`config.mk`:
```
export PLATFORM = sky130hd
export DESIGN_NAME = relative_move_command
export DESIGN_NICKNAME = d
export VERILOG_FILES = /design/src/core/move_pkg.sv /design/src/core/relative_move_command.sv /design/src/core/edge_detect.sv /design/src/core/param_check.sv
export SDC_FILE = /design/constraint.sdc
export NUM_CORES = 1
export LEC_CHECK = 0
export CORE_ASPECT_RATIO = 0.7
export CORE_MARGIN = 2
export CORE_UTILIZATION = 45
export CTS_BUF_LIST = sky130_fd_sc_hd__clkbuf_4 sky130_fd_sc_hd__clkbuf_8 sky130_fd_sc_hd__clkbuf_16
export DETAILED_ROUTE_END_ITERATION = 6
export DONT_BUFFER_PORTS = 1
export SLEW_MARGIN = 20
export SYNTH_ARGS = -nofsm -noshare
export SYNTH_HDL_FRONTEND = slang
export SYNTH_HIERARCHICAL = 1
export SYNTH_SLANG_ARGS = --single-unit
```
`constraint.sdc`:
```
create_clock -name clk_sys -period 7.96 [get_ports clk_sys]
set_input_delay 1.99 -clock clk_sys [delete_from_list [all_inputs] [get_ports clk_sys]]
set_output_delay 1.99 -clock clk_sys [all_outputs]
set_load 0.05 [all_outputs]
```
`src/core/move_pkg.sv`:
```
/*
 package for the relative move sequencer: widths, policy codes,
 fault codes, states and the sampled command struct.
 assumes nothing beyond a SystemVerilog compiler.
*/
package move_pkg;

   // data widths
   localparam int DIST_W  = 32;
   localparam int RATE_W  = 16;
   localparam int CODE_W  = 16;
   localparam int POL_W   = 3;

   // queueing policy codes
   localparam logic [POL_W-1:0] POL_ABORT = 3'h0;
   localparam logic [POL_W-1:0] POL_MAX   = 3'h5;

   // fault codes, values arbitrary
   localparam logic [CODE_W-1:0] FAULT_NONE    = 16'h0000;
   localparam logic [CODE_W-1:0] FAULT_ALARM   = 16'h0001;
   localparam logic [CODE_W-1:0] FAULT_OFFLINE = 16'h0002;
   localparam logic [CODE_W-1:0] FAULT_PARAM   = 16'h0003;
   localparam logic [CODE_W-1:0] FAULT_OVERLAY = 16'h0004;

   // sequencer states
   typedef enum logic [2:0] {
      ST_IDLE  = 3'b000,
      ST_START = 3'b001,
      ST_WAIT  = 3'b010,
      ST_RUN   = 3'b011
   } seq_state_t;

   // command parameters captured at the rising edge of execute
   typedef struct packed {
      logic signed [DIST_W-1:0] distance;
      logic [RATE_W-1:0]        velocity;
      logic [RATE_W-1:0]        accel;
      logic [RATE_W-1:0]        decel;
      logic [RATE_W-1:0]        jerk;
      logic [POL_W-1:0]         policy;
   } move_params_t;

   // state of the axis as reported by the planner
   typedef struct packed {
      logic                     alarm;
      logic                     offline;
      logic                     pos_running;
      logic                     vel_running;
      logic                     ovl_running;
      logic signed [DIST_W-1:0] pos_remain;
      logic signed [DIST_W-1:0] ovl_remain;
   } axis_status_t;

endpackage

```
`src/core/relative_move_command.sv`:
```
/*
 sequencer for a relative move command: execute handshake, done, busy,
 active, preempted flag, error with fault code, and hand-off of remaining
 distances from earlier or overlay moves to the axis planner.
 assumes a planner that reports axis status each period, accepts a start
 pulse with a target distance and signals arrival with a done pulse;
 inputs from the user program and planner are on clk_sys.
*/
// Behaviour
// - rising execute starts move; busy next, active one period later
// - falling execute never stops a running move
// - retrigger during execution is ignored
// - after completion, a new edge restarts
// - done rises as busy and active fall
// - done holds until execute falls
// - done pulses one period if execute low
// - preemption raises flag, drops busy and active
// - fault raises error, code; drops busy, active
// - travel adds unfinished positioning remainder
// - final position sums both commanded distances
// - velocity command aborted, move set distance only
// - policy 0, lone overlay: abort, add remainder
// - policy 1-5, lone overlay: error, overlay continues
// - policy 0, overlay with positioning: abort both
// - policy 1-5, overlay with positioning: defer start
module relative_move_command
   import move_pkg::*;
(
   // clock, reset and control period
   input  wire logic          clk_sys,
   input  wire logic          rst_n,
   input  wire logic          period_tick,
   // user program command
   input  wire logic          execute,
   input  move_params_t       cmd_in,
   // axis status and planner events
   input  axis_status_t       axis_in,
   input  wire logic          move_arrived,
   input  wire logic          preempt,
   // planner commands
   output logic               plan_start,
   output logic signed [DIST_W-1:0] plan_distance,
   output move_params_t       plan_params,
   output logic               abort_pos,
   output logic               abort_vel,
   output logic               abort_ovl,
   // user handshake
   output logic               done,
   output logic               busy,
   output logic               active,
   output logic               preempted_flag,
   output logic               error,
   output logic [CODE_W-1:0]  fault_code
);

   seq_state_t   state_q;
   seq_state_t   state_d;
   move_params_t params_q;
   logic         exe_rise;
   logic         exe_fall;
   logic         exe_last;
   logic         legal;
   logic         ovl_alone;
   logic         ovl_with_pos;
   logic         finish;
   logic         abort_ev;
   logic         fault_ev;
   logic [CODE_W-1:0] fault_d;
   logic signed [DIST_W-1:0] base_dist;

   // set distance plus a remainder, cut back to the target width on purpose
   function automatic logic signed [DIST_W-1:0] add_dist(input logic signed [DIST_W-1:0] a,
                                                         input logic signed [DIST_W-1:0] b);
      add_dist = DIST_W'(a + b);
   endfunction

   // execute edges per control period
   edge_detect u_edge (
      .clk_sys (clk_sys),
      .rst_n   (rst_n),
      .tick    (period_tick),
      .level   (execute),
      .rise    (exe_rise),
      .fall    (exe_fall),
      .last    (exe_last)
   );

   // legality of the incoming command
   param_check u_check (
      .p     (cmd_in),
      .legal (legal)
   );

   // overlay situation at the moment of start
   assign ovl_alone    = axis_in.ovl_running & ~axis_in.pos_running;
   assign ovl_with_pos = axis_in.ovl_running & axis_in.pos_running;

   // set distance of a fresh start or of a start deferred in the wait state
   assign base_dist = (state_q == ST_IDLE) ? cmd_in.distance : params_q.distance;

   // move in progress ends by arrival, preemption or axis fault
   assign finish   = (state_q == ST_RUN) && move_arrived;
   assign abort_ev = (state_q != ST_IDLE) && preempt;

   // axis faults and illegal or refused starts
   always_comb begin
      fault_ev = 1'b0;
      fault_d  = FAULT_NONE;
      if (state_q == ST_IDLE && exe_rise) begin
         if (!legal) begin
            fault_ev = 1'b1;
            fault_d  = FAULT_PARAM;
         end else if (ovl_alone && cmd_in.policy != POL_ABORT) begin
            fault_ev = 1'b1;
            fault_d  = FAULT_OVERLAY;
         end
      end
      if (!fault_ev && state_q != ST_IDLE && (axis_in.alarm || axis_in.offline)) begin
         fault_ev = 1'b1;
         fault_d  = axis_in.alarm ? FAULT_ALARM : FAULT_OFFLINE;
      end
      if (!fault_ev && state_q == ST_IDLE && exe_rise && (axis_in.alarm || axis_in.offline)) begin
         fault_ev = 1'b1;
         fault_d  = axis_in.alarm ? FAULT_ALARM : FAULT_OFFLINE;
      end
   end

   // sequencer next state
   always_comb begin
      state_d = state_q;
      unique case (state_q)
         ST_IDLE: begin
            if (period_tick && exe_rise && !fault_ev) begin
               if (cmd_in.policy != POL_ABORT && ovl_with_pos) begin
                  state_d = ST_WAIT;
               end else begin
                  state_d = ST_START;
               end
            end
         end
         ST_WAIT: begin
            if (period_tick) begin
               if (fault_ev || abort_ev) begin
                  state_d = ST_IDLE;
               end else if (!axis_in.pos_running) begin
                  state_d = ST_START;
               end
            end
         end
         ST_START: begin
            if (period_tick) begin
               state_d = (fault_ev || abort_ev) ? ST_IDLE : ST_RUN;
            end
         end
         ST_RUN: begin
            // execute edges are not looked at here
            if (period_tick && (finish || fault_ev || abort_ev)) begin
               state_d = ST_IDLE;
            end
         end
         default: state_d = ST_IDLE;
      endcase
   end

   always_ff @(posedge clk_sys or negedge rst_n) begin
      if (!rst_n) begin
         state_q <= ST_IDLE;
      end else begin
         state_q <= state_d;
      end
   end

   // capture parameters once per new command
   always_ff @(posedge clk_sys or negedge rst_n) begin
      if (!rst_n) begin
         params_q <= '0;
      end else if (period_tick && state_q == ST_IDLE && exe_rise) begin
         params_q <= cmd_in;
      end
   end

   // planner start, target distance and aborts of earlier motion
   always_ff @(posedge clk_sys or negedge rst_n) begin
      if (!rst_n) begin
         plan_start    <= 1'b0;
         plan_distance <= '0;
         plan_params   <= '0;
         abort_pos     <= 1'b0;
         abort_vel     <= 1'b0;
         abort_ovl     <= 1'b0;
      end else begin
         plan_start <= 1'b0;
         abort_pos  <= 1'b0;
         abort_vel  <= 1'b0;
         abort_ovl  <= 1'b0;
         if (period_tick && state_q == ST_IDLE && state_d != ST_IDLE) begin
            plan_params <= cmd_in;
         end
         if (period_tick && state_q != ST_START && state_d == ST_START) begin
            plan_start <= 1'b1;
            abort_vel  <= axis_in.vel_running;
            abort_pos  <= axis_in.pos_running;
            // a deferred start leaves the overlay running untouched
            abort_ovl  <= axis_in.ovl_running && (state_q == ST_IDLE);
            // remainder of unfinished positioning adds in, velocity adds nothing
            if (ovl_alone && state_q == ST_IDLE) begin
               plan_distance <= add_dist(base_dist, axis_in.ovl_remain);
            end else if (axis_in.pos_running) begin
               plan_distance <= add_dist(base_dist, axis_in.pos_remain);
            end else begin
               plan_distance <= base_dist;
            end
         end
      end
   end

   // busy rises with execute, active one period later
   always_ff @(posedge clk_sys or negedge rst_n) begin
      if (!rst_n) begin
         busy   <= 1'b0;
         active <= 1'b0;
      end else if (period_tick) begin
         busy   <= (state_d != ST_IDLE);
         active <= (state_d == ST_RUN);
      end
   end

   // done: held while execute high, else one period
   always_ff @(posedge clk_sys or negedge rst_n) begin
      if (!rst_n) begin
         done <= 1'b0;
      end else if (period_tick) begin
         if (finish && !fault_ev && !abort_ev) begin
            done <= 1'b1;
         end else if (exe_rise && state_q == ST_IDLE) begin
            done <= 1'b0;
         end else if (!execute) begin
            done <= 1'b0;
         end
      end
   end

   // preempted flag: held while execute high, else one period
   always_ff @(posedge clk_sys or negedge rst_n) begin
      if (!rst_n) begin
         preempted_flag <= 1'b0;
      end else if (period_tick) begin
         if (abort_ev && !fault_ev) begin
            preempted_flag <= 1'b1;
         end else if (!execute || (exe_rise && state_q == ST_IDLE)) begin
            preempted_flag <= 1'b0;
         end
      end
   end

   // error and fault code: held while execute high, else one period
   always_ff @(posedge clk_sys or negedge rst_n) begin
      if (!rst_n) begin
         error      <= 1'b0;
         fault_code <= FAULT_NONE;
      end else if (period_tick) begin
         if (fault_ev) begin
            error      <= 1'b1;
            fault_code <= fault_d;
         end else if (exe_fall || (!execute && !exe_last)) begin
            error      <= 1'b0;
            fault_code <= FAULT_NONE;
         end
      end
   end

endmodule

```
`src/core/edge_detect.sv`:
```
/*
 rising and falling edge detector for a level on the control-period tick.
 assumes the input is already in the clk_sys domain.
*/
module edge_detect
   import move_pkg::*;
(
   // clock and reset
   input  wire logic clk_sys,
   input  wire logic rst_n,
   // sampled level
   input  wire logic tick,
   input  wire logic level,
   // edges, one tick wide, and the level seen at the last tick
   output logic      rise,
   output logic      fall,
   output logic      last
);

   // previous level, updated once per period
   always_ff @(posedge clk_sys or negedge rst_n) begin
      if (!rst_n) begin
         last <= 1'b0;
      end else if (tick) begin
         last <= level;
      end
   end

   assign rise = level & ~last;
   assign fall = ~level & last;

endmodule

```
`src/core/param_check.sv`:
```
/*
 legality check for the sampled command parameters.
 assumes parameters stay stable while checked.
*/
module param_check
   import move_pkg::*;
(
   // parameters under test
   input  move_params_t p,
   // result
   output logic         legal
);

   // rates must be positive, velocity may be zero, policy at most five
   always_comb begin
      legal = (p.accel != '0) && (p.decel != '0) && (p.jerk != '0) && (p.policy <= POL_MAX);
   end

endmodule

```
==> impl_metrics.env, run 1 <==
export IMPL_clk_path_buf_depth=2
export IMPL_place_congestion=0.920
export IMPL_rr_startpoint="state_q[0]$_DFF_PN0_"
export IMPL_cts_setup_buffers=0
export IMPL_fp_coreArea_um2=25600
export IMPL_syn_instance_count=1238
export IMPL_slowest_delay_ps=620
export IMPL_r2r_slack_ps=3610
export IMPL_hold_buffers=0
export IMPL_path_delay_family="compound AO/OA/AOI/OAI gates"
export IMPL_ys_types=83
export IMPL_worst_pin_slew_ps=1050
export IMPL_max_freq_mhz=216
export IMPL_status="complete, no violations"
export IMPL_synthFlopType="dfrtp_1"
export IMPL_hold_depth=1
export IMPL_grt_pass1_wl_um=53800
export IMPL_syn_area_per_cell_um2=9.44
export IMPL_grt_ovfl_total=0
export IMPL_fill_cells=2439
export IMPL_synth_seq_cells=179
export IMPL_rsz0062_at_grt="no"
export IMPL_p_per_area_nw_per_um2=288
export IMPL_reg2regPathDepth=13
export IMPL_finalPower_mw=3.57
export IMPL_synthArstFlopShare=1.00
export IMPL_grtUsageTotal=0.258
export IMPL_initial_utilization=0.456
export IMPL_syn2layout_area_growth_pct=6.03
export IMPL_fin_area_um2=12400
export IMPL_register_area_um2=4480
export IMPL_dp_hpwl_um=26800
export IMPL_ir_worst_vdd_uv=155
export IMPL_root_buffer="clkbuf_16"
export IMPL_drt_wl_total_um=35400
export IMPL_grt_pass1_vias=8892
export IMPL_cts_buffers=17
export IMPL_htreeDepth=4
export IMPL_syn_area_um2=11700
export IMPL_clk_latency_ps=440
export IMPL_drc=0
export IMPL_antenna_found_initial=0
export IMPL_slew_viol_final=0
export IMPL_numClockSinks=179
export IMPL_placementRows=49
export IMPL_hold_end="params_q[77]$_DFFE_PN0P_"
export IMPL_grt_max_degree=180
export IMPL_die_h_um=139
export IMPL_cts_resized=0
export IMPL_arrival_ps=4980
export IMPL_crit_required_ps=8320
export IMPL_cts_tree="done"
export IMPL_final_nets=1438
export IMPL_drive_gt1_frac=0.157
export IMPL_portBuffers=0
export IMPL_multi_input_comb_area_um2=6760
export IMPL_first_pass_iters=5
export IMPL_maxCapViolCount=0
export IMPL_setup_viol=0
export IMPL_cp_cell_sequence="mux2i_1 > inv_1 > ha_1 > a211oi_1 > o21ai_1 > a2111oi_0 > nor3_1 > o21bai_1 > mux2i_1 > a211o_1 > o21ai_1"
export IMPL_hold_class="flip-flop to flip-flop"
export IMPL_finalCritPeriodShare=0.581
export IMPL_ys_seq_area_frac=0.383
export IMPL_crit_fanout=4
export IMPL_slew_headroom=0.294
export IMPL_ant_nets=0
export IMPL_vias=9396
export IMPL_crit_buf_inv=1
export IMPL_critPathCaptureType="flip-flop"
export IMPL_critPathSlowestCell="a2111oi_0"
export IMPL_synth_edf_count=0
export IMPL_placement_cell_area_um2=11800
export IMPL_clk_pin_slew_ps=80
export IMPL_timing_setup_tns_ps=0
export IMPL_die_x_um=197
export IMPL_min_delay_start="params_q[77]$_DFFE_PN0P_"
export IMPL_synth_warnings=6
export IMPL_io_pins=330
export IMPL_post_place_ws_ps=2940
export IMPL_crit_type="input port to flip-flop"
export IMPL_drt_iter0_markers=862
export IMPL_fin_ws_ps=3340
export IMPL_p_leak_nw=5.65
export IMPL_crit_path_start_kind="input port"
export IMPL_antenna_cells=0
export IMPL_skew_ps=16.2
export IMPL_fin_crit_ps=4620
export IMPL_hold_viol=0
export IMPL_viasPerCell=6.09
export IMPL_hold_ws_ps=511
export IMPL_dieArea_um2=27300
export IMPL_wl_per_cell_um=22.9
export IMPL_reg2reg_to="plan_distance[29]$_DFFE_PN0P_"
==> final cells by class <==
type / instances / area share
sequential: 179 / 0.361
multi-input combinational: 972 / 0.546
inverter: 23 / 0.00737
timing repair buffer: 7 / 0.00424
tap: 331 / 0.0334
clock inverter: 14 / 0.0130
clock buffer: 18 / 0.0349
==> worst max-delay path by stage <==
stage | slack, ps | endpoint | depth (start not counted) | start
floorplan | 3520 | plan_distance[28]$_DFFE_PN0P_ | 11 | cmd_in[82]
global placement | 3040 | plan_distance[29]$_DFFE_PN0P_ | 11 | cmd_in[68]
detailed placement | 2940 | plan_distance[29]$_DFFE_PN0P_ | 11 | cmd_in[68]
global route | 3130 | plan_distance[17]$_DFFE_PN0P_ | 11 | cmd_in[68]
CTS | 3390 | plan_distance[29]$_DFFE_PN0P_ | 11 | cmd_in[68]
finish | 3340 | plan_distance[29]$_DFFE_PN0P_ | 11 | cmd_in[68]
==> layer usage <==
metal  track usage  vias to the layer above  share of wire
met1         0.393                     4546           0.47
li1              -                     4427              -
met3        0.0934                       24           0.11
met4        0.0495                        0         0.0099
met5             0                        -              0
met2         0.348                      399           0.40
==> stage by stage <==
stage	utilization	std cells
2_1_floorplan	-	1251
5_1_grt	0.484	1544
4_1_cts	0.484	1544
6_report	0.484	1544
3_5_place_dp	0.460	1512
3_3_place_gp	0.460	1512
==> logic make-up after synthesis <==
family / after synthesis / synth area share
buf+inv: 100 / 0.0435
compound gates: 315 / 0.179
flops: 179 / 0.383
fa+ha+maj: 64 / 0.0698
simple gates: 392 / 0.154
xor+xnor: 42 / 0.0315
other cells: 1 / 0.000321
mux: 145 / 0.139
==> synthesized netlist by cell type, types with 21 or more instances <==
cell      instances  area (um2)
a21o_1           33         248
a21oi_1          78         390
clkbuf_1         38         143
dfrtp_1         179        4480
ha_1             62         776
inv_1            21        78.8
mux2_2          133        1500
nand2_1         171         642
nand3_1          22         110
nor2_1           86         323
nor3_1           21         105
o211ai_1         22         165
o21ai_0          58         290
xnor2_1          23         201
==> sequential cells by signal, indices dropped and copies added (netlist names), 3 cells and up <==
signal,flops
fault_code,3
params_q,32
plan_distance,32
plan_params,99
state_q,3
==> placed cells by master, fill, tap and decap left out, types with 8 or more instances in the layout <==
cell and count:
mux2_2 133, xnor2_1 23, or3_1 10, nor2b_1 9
nand3_1 22, a21oi_1 78, o211ai_1 22, o21bai_1 9
conb_1 14, a31oi_1 14, nor4_1 12, ha_1 62
a21o_1 33, a211oi_1 16, nand4_1 15, xor2_1 19
nor3_1 21, nand2_1 171, inv_1 21, o21ai_0 58
dfrtp_1 179, nor2_1 84, clkbuf_16 17, mux2i_1 10
a211o_1 8
==> power by group <==
| group | leakage (nW) | switching, mW | internal [mW] |
|---|---|---|---|
| clock network | 0.287 | 0.430 | 0.426 |
| logic | 3.07 | 0.548 | 0.413 |
| registers | 2.29 | 0.663 | 1.09 |
Power figures use the tool's default switching activity.
==> inputs of run 2 (changes only) <==
==> constraint.sdc (replaced) <==
create_clock -name clk_sys -period 4 [get_ports clk_sys]
set_input_delay 1 -clock clk_sys [delete_from_list [all_inputs] [get_ports clk_sys]]
set_output_delay 1 -clock clk_sys [all_outputs]
set_load 0.05 [all_outputs]
==> run 2 against run 1 <==
Clock power up 100%; highest routed layer unchanged; first-iteration DRC count up 5.1%; critical path type is now flip-flop to flip-flop; non-clock buffer count up 35; via count up 1.8%; hold slack worse by 270 ps; cell count up 2.3%; critical endpoint is now plan_distance[28]$_DFFE_PN0P_.
==> impl_metrics.env, run 2 (synthesized netlist as in run 1, its figures left out) <==
export IMPL_arrival_ps=4210
export IMPL_top_register="plan_params"
export IMPL_fin_ws_ps=103
export IMPL_grt_max_degree=180
export IMPL_rr_startpoint="state_q[1]$_DFF_PN0_"
export IMPL_status="complete, no violations"
export IMPL_r2r_slack_ps=100
export IMPL_cts_tree="done"
export IMPL_wl_per_cell_um=23.2
export IMPL_numClockSinks=179
export IMPL_p_leak_nw=5.84
export IMPL_die_x_um=197
export IMPL_hold_viol=0
export IMPL_clk_pin_slew_ps=80
export IMPL_setup_viol=0
export IMPL_crit_fanout=12
export IMPL_mostFrequentLayoutCells="178 x dfrtp_1, 170 x nand2_1, 133 x mux2_2"
export IMPL_skew_ps=11.4
export IMPL_grt_ovfl_total=0
export IMPL_final_nets=1473
export IMPL_finalCritPeriodShare=0.974
export IMPL_clk_path_buf_depth=2
export IMPL_dieArea_um2=27300
export IMPL_syn2layout_area_growth_pct=9.74
export IMPL_placement_cell_area_um2=12100
export IMPL_crit_path_start_kind="flip-flop"
export IMPL_fp_coreArea_um2=25600
export IMPL_final_cells=1579
export IMPL_place_inst=1544
export IMPL_fin_area_um2=12800
export IMPL_vias=9567
export IMPL_drt_wl_total_um=36600
export IMPL_grt_pass1_wl_um=55600
export IMPL_ant_nets=0
export IMPL_top_regs="plan_params (99), params_q (32), plan_distance (32)"
export IMPL_critPathCaptureType="flip-flop"
export IMPL_maxCapViolCount=0
export IMPL_hold_buffers=0
export IMPL_reg2regPathDepth=16
export IMPL_place_congestion=0.968
export IMPL_timing_setup_tns_ps=0
export IMPL_grtUsageTotal=0.267
export IMPL_fin_crit_ps=3900
export IMPL_p_per_area_nw_per_um2=565
export IMPL_antenna_found_initial=0
export IMPL_ir_worst_vdd_uv=336
export IMPL_clk_latency_ps=440
export IMPL_hold_ws_ps=244
export IMPL_fill_cells=2381
export IMPL_finalPower_mw=7.24
export IMPL_largest_reg_flops=99
export IMPL_drc=0
export IMPL_first_pass_iters=5
export IMPL_io_pins=330
export IMPL_slew_headroom=0.459
export IMPL_htreeDepth=4
export IMPL_grt_pass1_vias=9111
export IMPL_slew_viol_final=0
export IMPL_die_h_um=139
export IMPL_worst_pin_slew_ps=809
export IMPL_crit_required_ps=4310
export IMPL_root_buffer="clkbuf_16"
export IMPL_dp_hpwl_um=28300
export IMPL_placementRows=49
export IMPL_max_freq_mhz=257
export IMPL_hold_class="input port to asynchronous set/reset pin"
export IMPL_crit_type="flip-flop to flip-flop"
export IMPL_drt_iter0_markers=906
export IMPL_rsz0062_at_grt="yes"
export IMPL_drive_gt1_frac=0.200
export IMPL_initial_utilization=0.456
export IMPL_reg2reg_to="plan_distance[28]$_DFFE_PN0P_"
export IMPL_cts_buffers=17
export IMPL_portBuffers=0
export IMPL_antenna_cells=0
export IMPL_final_common_cell="dfrtp_1"
export IMPL_finish_utilization=0.501
export IMPL_post_place_ws_ps=-125
export IMPL_viasPerCell=6.06
run 2: worst max path at each step:
stage | start | slack, ps | endpoint
after floorplan | state_q[0]$_DFF_PN0_ | 150 | plan_distance[29]$_DFFE_PN0P_
after global placement | state_q[1]$_DFF_PN0_ | -60 | plan_distance[30]$_DFFE_PN0P_
after detailed placement | state_q[1]$_DFF_PN0_ | -120 | plan_distance[30]$_DFFE_PN0P_
after CTS | state_q[1]$_DFF_PN0_ | 30 | plan_distance[26]$_DFFE_PN0P_
after global routing | state_q[1]$_DFF_PN0_ | -40 | plan_distance[28]$_DFFE_PN0P_
final | state_q[1]$_DFF_PN0_ | 100 | plan_distance[28]$_DFFE_PN0P_
run 2: worst max-delay path: stages, from the launching register on:
cell       delay [ps]
dfrtp_2           440
or2_2             340
nor2_4            180
buf_4             150
clkbuf_16         160
nand2_1            60
nand2_1           240
ha_1              350
buf_4             180
nand4_1           100
or3_1             110
o31ai_1            80
or3_4             370
o211a_4           260
or4_1             490
a21oi_2           150
o211ai_1          100
run 2: cell type report:
class	instances	area (um2)	share of cell area
Sequential cell	179	4480	0.349
Clock buffer	18	433	0.0337
Multi-Input combinational cell	972	6870	0.535
Inverter	23	91.3	0.00712
Tap cell	331	414	0.0323
Timing Repair Buffer	42	374	0.0292
Clock inverter	14	168	0.0131
run 2: power by group:
part	total, mW	internal [mW]	switching (mW)	leakage (nW)
clock network	1.73	0.898	0.829	0.289
registers	3.49	2.16	1.33	2.29
logic	2.03	0.895	1.13	3.26
total	7.24	3.96	3.29	5.84
run 2: layer usage:
metal / vias to the layer above / GRT usage / wire length, um
met5: - / 0 / 0
met4: 0 / 0.0542 / 410
met3: 33 / 0.0710 / 3590
met2: 453 / 0.357 / 14600
met1: 4586 / 0.424 / 18000
li1: 4495 / - / -
run 2: repair_timing:
| item | in CTS | in global routing |
|---|---|---|
| buffers inserted | 0 | 2 |
| cloned | 0 | 1 |
| gates resized for setup | 3 | 26 |
| pin swaps | 1 | 5 |
| endpoints found under the setup margin | 4 | 17 |
